`src/hw/pdm_pkg.sv`:
```
// Constants, register layout and types for the power-down mode sequencer.
// Assumes a single 40 MHz clock and a classic Wishbone register slave.
// What this block does
// - Sleep wakes on low IRQs or timer A
// - Wake blocked by CPU mask or disable
// - Reset pin low abandons sleep, resets CPU
// - Sleep with standby set, watch clear: standby
// - Standby IRQ wake: restart clock, wait, resume
// - Reset pin in deep modes starts clock
// - Watch entry from active or subactive
// - Watch halts system clock except timer A
// - Watch wake: active after wait, or subactive
// - Subactive runs CPU on subclock
// - Sleep in subactive with direct clear: watch
// - Direct transfer requests interrupt, waits, active
// - Direct transfer blocked by mask or disable
// - Control one: 8 bits, fixed field layout
// - Standby-select writable only in active mode
// - Wait select encodes 8192 to 131072 states
// - Standby-select stays set after standby wake
// - Direct-transfer bit writable only in subactive
package pdm_pkg;
	localparam logic [15:0] ADDR_CTRL_ONE = 16'hFFF0;
	localparam logic [15:0] ADDR_CTRL_TWO = 16'hFFF1;
	localparam logic [15:0] ADDR_MODE = 16'hFFF2;
	localparam logic [7:0] CTRL_ONE_RST = 8'h00;
	localparam logic [7:0] CTRL_TWO_RST = 8'hF4;
	localparam int BIT_STBY = 7;
	localparam int BIT_STS_HI = 6;
	localparam int BIT_STS_LO = 4;
	localparam int BIT_LOW_SPEED_SELECT = 3;
	localparam int BIT_DIRECT_TRANSFER_SELECT = 3;
	localparam logic [7:0] CTRL_ONE_WMASK = 8'hFC;
	localparam logic [7:0] CTRL_TWO_FIXED = 8'hF4;
	localparam logic [7:0] CTRL_TWO_RWMASK = 8'h03;
	localparam int WAIT_W = 18;
	localparam logic [WAIT_W-1:0] WAIT_0 = 18'h02000;
	localparam logic [WAIT_W-1:0] WAIT_1 = 18'h04000;
	localparam logic [WAIT_W-1:0] WAIT_2 = 18'h08000;
	localparam logic [WAIT_W-1:0] WAIT_3 = 18'h10000;
	localparam logic [WAIT_W-1:0] WAIT_4 = 18'h20000;

	typedef enum logic [2:0] {
		M_ACTIVE, M_SLEEP, M_STANDBY, M_WATCH, M_SUBACT, M_SETTLE, M_RESET
	} mode_e;

	typedef struct packed {
		logic ext_irq_zero;
		logic ext_irq_one;
		logic timerA;
		logic direct;
	} wake_s;
endpackage

```
`src/hw/settle_counter.sv`:
```
// Oscillator settling counter: counts system clock states up to a limit.
// Assumes start is a one-cycle pulse and the limit is held while counting.
`timescale 1ns/1ps
`default_nettype none
module settle_counter #(
	parameter int W = 18
) (
	input wire logic sys_clk,
	input wire logic rst_n,
	input wire logic start,
	input wire logic [W-1:0] limit,
	output logic done
);
	logic [W-1:0] count_r;
	logic run_r;
	wire reached = run_r && (count_r == limit - W'(1));

	always_ff @(posedge sys_clk or negedge rst_n) begin
		if (!rst_n) begin
			count_r <= '0;
			run_r <= 1'b0;
		end else if (start) begin
			count_r <= '0;
			run_r <= 1'b1;
		end else if (run_r) begin
			count_r <= count_r + W'(1);
			run_r <= !reached;
		end
	end

	assign done = reached;
endmodule
`default_nettype wire

```
`src/hw/power_down_mode_sequencer.sv`:
```
// Power-down mode sequencer with two control registers on Wishbone.
// Assumes CPU pulses sleepExec on a sleep instruction; wake inputs are levels.
`timescale 1ns/1ps
`default_nettype none
module power_down_mode_sequencer
	import pdm_pkg::*;
#(
	parameter int WAIT_SCALE = 1
) (
	input wire logic sys_clk,
	input wire logic arst_n,
	input wire logic [15:0] wb_adr_i,
	input wire logic [7:0] wb_dat_i,
	output logic [7:0] wb_dat_o,
	input wire logic wb_we_i,
	input wire logic wb_sel_i,
	input wire logic wb_cyc_i,
	input wire logic wb_stb_i,
	output logic wb_ack_o,
	input wire logic sleepExec,
	input wire logic watchSelect,
	input wire logic intMask,
	input wire wake_s wakeReq,
	input wire wake_s wakeEnable,
	input wire logic reset_pin_n,
	output logic sysClkRun,
	output logic cpuSubclock,
	output logic cpuHalt,
	output logic cpuReset,
	output logic periphHalt,
	output logic portsFloat,
	output logic timerABase,
	output logic wakeIntStart,
	output logic directIntReq,
	output mode_e modeOut
);
	logic rstMeta_r;
	logic rst_n;
	always_ff @(posedge sys_clk or negedge arst_n) begin
		if (!arst_n) begin
			rstMeta_r <= 1'b0;
			rst_n <= 1'b0;
		end else begin
			rstMeta_r <= 1'b1;
			rst_n <= rstMeta_r;
		end
	end

	mode_e mode_r, mode_nxt;
	logic [7:0] ctrlOne_r;
	logic [7:0] ctrlTwo_r;
	logic settleToSub_r;
	logic settleIsReset_r;
	logic ack_r;
	logic [7:0] rdat_r;
	logic wakeInt_r, wakeInt_nxt;
	logic direct_r, direct_nxt;

	wire standbySel = ctrlOne_r[BIT_STBY];
	wire lowSpeed = ctrlOne_r[BIT_LOW_SPEED_SELECT];
	wire directSel = ctrlTwo_r[BIT_DIRECT_TRANSFER_SELECT];
	wire [2:0] waitSel = ctrlOne_r[BIT_STS_HI:BIT_STS_LO];

	// Masked wake sources; the CPU mask blocks every one of them
	wire [3:0] wakeOk = intMask ? 4'h0 : (wakeReq & wakeEnable);
	wire okIrq0 = wakeOk[3];
	wire okIrq1 = wakeOk[2];
	wire okTimer = wakeOk[1];
	// Direct transfer needs no outside request: the sleep itself raises it
	wire okDirect = !intMask && wakeEnable.direct;

	logic [WAIT_W-1:0] waitLimit;
	always_comb begin
		unique case (waitSel)
			3'h0: waitLimit = WAIT_0;
			3'h1: waitLimit = WAIT_1;
			3'h2: waitLimit = WAIT_2;
			3'h3: waitLimit = WAIT_3;
			default: waitLimit = WAIT_4;
		endcase
	end
	// Scaling only shortens simulation; default keeps the real count
	wire [WAIT_W-1:0] scaledLimit = WAIT_W'(waitLimit / WAIT_SCALE);

	logic startSettle;
	logic settleDone;
	settle_counter #(.W(WAIT_W)) u_settle (
		.sys_clk(sys_clk),
		.rst_n(rst_n),
		.start(startSettle),
		.limit(scaledLimit),
		.done(settleDone)
	);

	logic nextToSub, nextIsReset;
	always_comb begin
		mode_nxt = mode_r;
		startSettle = 1'b0;
		nextToSub = settleToSub_r;
		nextIsReset = settleIsReset_r;
		wakeInt_nxt = 1'b0;
		direct_nxt = 1'b0;
		unique case (mode_r)
			M_ACTIVE: begin
				if (!reset_pin_n) begin
					mode_nxt = M_RESET;
				end else if (sleepExec) begin
					if (!standbySel) begin
						mode_nxt = M_SLEEP;
					end else if (watchSelect) begin
						mode_nxt = M_WATCH;
					end else begin
						mode_nxt = M_STANDBY;
					end
				end
			end
			M_SLEEP: begin
				if (!reset_pin_n) begin
					mode_nxt = M_RESET;
				end else if (okIrq0 || okIrq1 || okTimer) begin
					mode_nxt = M_ACTIVE;
					wakeInt_nxt = 1'b1;
				end
			end
			M_STANDBY: begin
				if (!reset_pin_n) begin
					mode_nxt = M_SETTLE;
					startSettle = 1'b1;
					nextIsReset = 1'b1;
					nextToSub = 1'b0;
				end else if (okIrq0 || okIrq1) begin
					mode_nxt = M_SETTLE;
					startSettle = 1'b1;
					nextIsReset = 1'b0;
					nextToSub = 1'b0;
				end
			end
			M_WATCH: begin
				if (!reset_pin_n) begin
					mode_nxt = M_SETTLE;
					startSettle = 1'b1;
					nextIsReset = 1'b1;
					nextToSub = 1'b0;
				end else if (okIrq0 || okTimer) begin
					if (lowSpeed) begin
						mode_nxt = M_SUBACT;
						wakeInt_nxt = 1'b1;
					end else begin
						mode_nxt = M_SETTLE;
						startSettle = 1'b1;
						nextIsReset = 1'b0;
						nextToSub = 1'b0;
					end
				end
			end
			M_SUBACT: begin
				if (!reset_pin_n) begin
					mode_nxt = M_SETTLE;
					startSettle = 1'b1;
					nextIsReset = 1'b1;
					nextToSub = 1'b0;
				end else if (sleepExec) begin
					// LOW_SPEED_SELECT set blocks direct transfer, so it falls back to watch
					if (!directSel || lowSpeed || !okDirect) begin
						mode_nxt = M_WATCH;
					end else begin
						mode_nxt = M_SETTLE;
						startSettle = 1'b1;
						direct_nxt = 1'b1;
						nextIsReset = 1'b0;
						nextToSub = 1'b1;
					end
				end
			end
			M_SETTLE: begin
				if (settleDone) begin
					if (settleIsReset_r) begin
						mode_nxt = M_RESET;
					end else begin
						mode_nxt = M_ACTIVE;
						wakeInt_nxt = !settleToSub_r;
					end
				end
			end
			M_RESET: begin
				// Reset exception handling starts when the pin rises
				if (reset_pin_n) begin
					mode_nxt = M_ACTIVE;
				end
			end
			default: mode_nxt = M_RESET;
		endcase
	end

	always_ff @(posedge sys_clk or negedge rst_n) begin
		if (!rst_n) begin
			mode_r <= M_ACTIVE;
			settleToSub_r <= 1'b0;
			settleIsReset_r <= 1'b0;
			wakeInt_r <= 1'b0;
			direct_r <= 1'b0;
		end else begin
			mode_r <= mode_nxt;
			settleToSub_r <= nextToSub;
			settleIsReset_r <= nextIsReset;
			wakeInt_r <= wakeInt_nxt;
			direct_r <= direct_nxt;
		end
	end

	// Mode outputs from flops fed by the next mode: same timing as a decode of mode_r,
	// but clock and reset controls cannot glitch when two state flops change at once
	logic sysClkRun_r;
	logic cpuSubclock_r;
	logic cpuHalt_r;
	logic cpuReset_r;
	logic periphHalt_r;
	logic portsFloat_r;
	logic timerABase_r;

	wire sysClkRun_nxt = (mode_nxt == M_ACTIVE) || (mode_nxt == M_SLEEP)
		|| (mode_nxt == M_RESET);
	wire cpuSubclock_nxt = (mode_nxt == M_SUBACT);
	wire cpuHalt_nxt = (mode_nxt != M_ACTIVE) && (mode_nxt != M_SUBACT);
	wire cpuReset_nxt = (mode_nxt == M_RESET) || (mode_nxt == M_SETTLE && nextIsReset);
	wire periphHalt_nxt = (mode_nxt != M_ACTIVE);
	wire portsFloat_nxt = (mode_nxt == M_STANDBY) || (mode_nxt == M_WATCH)
		|| (mode_nxt == M_SUBACT);
	wire timerABase_nxt = (mode_nxt == M_WATCH) || (mode_nxt == M_SUBACT);

	always_ff @(posedge sys_clk or negedge rst_n) begin
		if (!rst_n) begin
			sysClkRun_r <= 1'b1;
			cpuSubclock_r <= 1'b0;
			cpuHalt_r <= 1'b0;
			cpuReset_r <= 1'b0;
			periphHalt_r <= 1'b0;
			portsFloat_r <= 1'b0;
			timerABase_r <= 1'b0;
		end else begin
			sysClkRun_r <= sysClkRun_nxt;
			cpuSubclock_r <= cpuSubclock_nxt;
			cpuHalt_r <= cpuHalt_nxt;
			cpuReset_r <= cpuReset_nxt;
			periphHalt_r <= periphHalt_nxt;
			portsFloat_r <= portsFloat_nxt;
			timerABase_r <= timerABase_nxt;
		end
	end

	assign sysClkRun = sysClkRun_r;
	assign cpuSubclock = cpuSubclock_r;
	assign cpuHalt = cpuHalt_r;
	assign cpuReset = cpuReset_r;
	assign periphHalt = periphHalt_r;
	assign portsFloat = portsFloat_r;
	assign timerABase = timerABase_r;
	assign wakeIntStart = wakeInt_r;
	assign directIntReq = direct_r;
	assign modeOut = mode_r;

	// Wishbone slave: one-cycle answer, ack drops the cycle after
	wire req = wb_cyc_i && wb_stb_i && !ack_r;
	wire selOne = (wb_adr_i == ADDR_CTRL_ONE);
	wire selTwo = (wb_adr_i == ADDR_CTRL_TWO);
	wire selMode = (wb_adr_i == ADDR_MODE);
	wire wrOne = req && wb_we_i && wb_sel_i && selOne;
	wire wrTwo = req && wb_we_i && wb_sel_i && selTwo;
	wire inActive = (mode_r == M_ACTIVE);
	wire inSub = (mode_r == M_SUBACT);
	// Standby bit keeps its value outside active mode, so it stays set after wake
	wire stbyNew = inActive ? wb_dat_i[BIT_STBY] : standbySel;
	wire [7:0] oneNew = {stbyNew, wb_dat_i[6:0] & CTRL_ONE_WMASK[6:0]};
	wire dtonNew = inSub ? wb_dat_i[BIT_DIRECT_TRANSFER_SELECT] : directSel;
	wire [7:0] twoNew = CTRL_TWO_FIXED | (wb_dat_i & CTRL_TWO_RWMASK)
		| {4'h0, dtonNew, 3'h0};
	wire [7:0] rdMux = selOne ? ctrlOne_r : selTwo ? ctrlTwo_r
		: selMode ? {5'h00, mode_r} : 8'h00;

	always_ff @(posedge sys_clk or negedge rst_n) begin
		if (!rst_n) begin
			ctrlOne_r <= CTRL_ONE_RST;
			ctrlTwo_r <= CTRL_TWO_RST;
			ack_r <= 1'b0;
			rdat_r <= 8'h00;
		end else begin
			ack_r <= req;
			if (req && !wb_we_i) begin
				rdat_r <= rdMux;
			end
			if (wrOne) begin
				ctrlOne_r <= oneNew;
			end
			if (wrTwo) begin
				ctrlTwo_r <= twoNew;
			end
		end
	end

	assign wb_ack_o = ack_r;
	assign wb_dat_o = rdat_r;
endmodule
`default_nettype wire

```
`config.mk`:
```
export PLATFORM = sky130hd
export DESIGN_NAME = power_down_mode_sequencer
export DESIGN_NICKNAME = d
export VERILOG_FILES = /design/src/hw/pdm_pkg.sv /design/src/hw/settle_counter.sv /design/src/hw/power_down_mode_sequencer.sv
export SDC_FILE = /design/constraint.sdc
export NUM_CORES = 1
export LEC_CHECK = 0
export BUFFER_PORTS_ARGS = -buffer_cell sky130_fd_sc_hd__buf_2
export CORE_AREA = 2 2 89 91
export DETAILED_ROUTE_END_ITERATION = 6
export DIE_AREA = 0 0 91 93
export PLACE_DENSITY = 0.7
export RECOVER_POWER = 25
export SLEW_MARGIN = 30
export SYNTH_ARGS = -nofsm -noshare
export SYNTH_HDL_FRONTEND = slang
export SYNTH_SLANG_ARGS = --single-unit
export TNS_END_PERCENT = 50
```
`constraint.sdc`:
```
create_clock -name sys_clk -period 2 [get_ports sys_clk]
set_input_delay 0.2 -clock sys_clk [delete_from_list [all_inputs] [get_ports sys_clk]]
set_output_delay 0.2 -clock sys_clk [all_outputs]
set_load 0.01 [all_outputs]
```
==> out/metrics.csv <==
metric,value,unit
Setup Skew,10.3,ps
routed wire length,6.49,mm
dpl ws,-111,ps
final setup vio count,6,
Post-Syn Nets,319,
final worst slack,-77.6,ps
root cell of the clock tree,clkbuf_8,
Setup crit start kind,register,
failing checks,negative setup slack,
worst hold margin,98.5,ps
fraction of layout instances using a drive strength above 1,0.419,
Die X,91,µm
core box area,7530,µm²
CTS tree,done,
CTS sink count,53,
first-pass GRT wire length,10.9,mm
Rel. slew slack,0.191,
CTS Buffer Depth,2,
CP endpoint kind,register,
DR pass1 iterations,4,
share of the synthesized area in the top cell type,0.477,
"critical path fanouts, max",6,
count of input and output buffers,61,
Design Power,3.81,mW
clk slew on worst S/H paths,100,ps
vias in the first global route,2455,
PD cells,1000,nW/µm²
Max Transition Viols Final,0,
HP Class,primary input to register,
initial antenna violation count,0,
drt wl/cell,13.0,µm
met2 wire length,3.09,mm
async set-reset flop share out of synthesis,1.00,
Post-synth EDFFs,0,
peak supply drop,0.000524,V
total die area,8460,µm²
Via density,4.98,
die height,93,µm
RSZ-0062 raised after global routing,yes,
fmax,481,MHz
critical path class,register to register,
"top cells by area, synth","dfrtp_1, nor2_1, xor2_1",
min Tclk post-route,2080,ps
register bit total from synthesis,53,
drt first-iter violations,143,
DR DRC count,0,
GPL Wtd Cong,0.923,
largest area contributor in the netlist,dfrtp_1,
total inserted antenna cells,0,
YS warnings,0,
Mapped Avg Cell Area,9.89,µm²
Worst EP required,2210,ps
dpl hpwl,4.90,mm
gr usage total,0.156,
placed cell count,484,
top layer in use,met4,
"Seq/Total Area, Yosys",0.486,
Top Ports,63,
final core occ,0.505,
total number of vias,2478,
outcome,finished with violations,
WL met3,342,µm
Routed Antenna Nets,0,
Fin. Hold Viols,0,
Initial Utilization,0.363,
row count,32,
maxcap violations,0,
fin cells,498,
LEAKAGE,1.81,nW
critical path arrival,2290,ps
Met1 Routed Length,2.99,mm
largest net degree at the start of global routing,52,
Syn-to-layout area delta,39.2,%
Worst-Skew Late Latency,310,ps
number of CTS-inserted buffers,5,
Synth Flop Type,dfrtp_1,
Final Cycle Share,1.04,
Worst-Margin Slew,1210,ps
fin nets,438,
Synth cell types,62,
total grt overflow,0,
Post-Syn Area,2730,µm²
cells after synthesis,276,
H-tree depth,2,
-- power by group --
part           total [mW]  switching [mW]  leakage, nW  internal [mW]
clock network       0.740           0.365       0.0543          0.375
registers            1.38           0.128        0.691           1.25
logic                1.70           0.834         1.07          0.862
total                3.81            1.33         1.81           2.48
-- synthesized netlist by cell type (2+ instances only) --
master,n
buf_2,3
inv_2,2
nand3b_1,4
nor2b_1,3
dfrtp_1,52
mux2_2,7
clkbuf_1,6
a22o_1,3
o31ai_1,2
nand3_1,11
nor4_2,2
xnor2_1,7
mux2i_1,3
or4_1,3
o21ai_0,15
nand2_1,26
nor2_1,33
o311ai_0,2
or2_2,3
nand4_1,7
nand4b_1,3
a211oi_1,3
xor2_1,12
inv_1,8
nor3_1,4
nand2b_1,2
a21oi_1,6
and3_1,3
a22oi_1,4
o41ai_1,3
or3_1,3
-- metal layers --
metal / vias to the layer above / track usage
met5: - / 0
met4: 0 / 0.0417
met3: 6 / 0.0330
met2: 72 / 0.262
met1: 1180 / 0.206
li1: 1220 / -
-- layout by cell type, fill, tap and decap left out, types with 2 or more instances in the layout --
| cell | count |
|---|---|
| buf_2 | 60 |
| buf_4 | 57 |
| dfrtp_1 | 51 |
| nor2_1 | 33 |
| nand2_1 | 25 |
| o21ai_0 | 15 |
| xor2_1 | 12 |
| nand3_1 | 9 |
| inv_1 | 7 |
| nand4_1 | 7 |
| mux2_2 | 7 |
| a21oi_1 | 6 |
| xnor2_1 | 6 |
| clkbuf_8 | 5 |
| nor3_1 | 4 |
| a22oi_1 | 4 |
| nand3b_1 | 4 |
| or3_1 | 3 |
| inv_2 | 3 |
| a22o_1 | 3 |
| nor2b_1 | 3 |
| a211oi_2 | 3 |
| nand4b_1 | 3 |
| and3_1 | 3 |
| or2_2 | 3 |
| mux2i_1 | 3 |
| nor4_4 | 2 |
| o41ai_2 | 2 |
| nand2b_1 | 2 |
| or4_1 | 2 |
| o311ai_0 | 2 |
| clkbuf_1 | 2 |
| buf_6 | 2 |
-- critical path, stage by stage, from the launching register on --
cell	delay (ps)
dfrtp_1	370
ha_2	210
nand3_4	90
nor4_4	360
o311ai_4	180
a221o_2	430
nand3b_1	130
a21bo_1	200
-- repair_timing --
action,CTS,global route
pin swaps,5,4
setup buffers,2,3
hold endpoints to repair,2,0
hold buffers,1,0
setup endpoints to repair,10,27
resized for setup,7,11
-- cell type report --
class	count	area, µm²
Sequential cell	53	1330
Inverter	10	37.5
Clock inverter	3	46.3
Multi-Input combinational cell	202	1420
Fill cell	722	3730
Tap cell	102	128
Timing Repair Buffer	123	773
Clock buffer	5	68.8
-- final timing paths --
check / to / cells after the start / start / slack (ps)
max in group asynchronous: wb_dat_o[0] / 1 / rst_n / 680
max reg2reg: timerABase / 7 / u_settle.count_r[1] / -80
max: timerABase / 7 / u_settle.count_r[1] / -80
min reg2reg: rst_n / 0 / rstMeta_r / 360
min: ctrlOne_r[3] / 3 / wb_dat_i[3] / 100
min in group asynchronous: rst_n / 2 / arst_n / 200
-- stage by stage --
step                      area, µm²  setup TNS, ps
after floorplan                2760           -132
after global placement         3560           -201
after detailed placement       3560           -361
after CTS                      3730           -205
after global routing           3800          -1640
final                          3800           -278
-- flip-flops by register name, summed over array words and instances, names as in the netlist, 3 cells and up --
| register | cells |
|---|---|
| ctrlOne_r | 6 |
| u_settle.count_r | 18 |
| modeOut | 3 |
| wb_dat_o | 8 |
| ctrlTwo_r | 3 |
-- cell families after synthesis --
family,synth area share
other,0.00137
AOI/OAI and AO/OA,0.134
xor gates and xnor gates,0.0610
muxes,0.0440
adders and majority gates,0.00458
DFF,0.486
buffers and inverters,0.0367
and+or+nand+nor,0.232
Power figures use the tool's default switching activity.
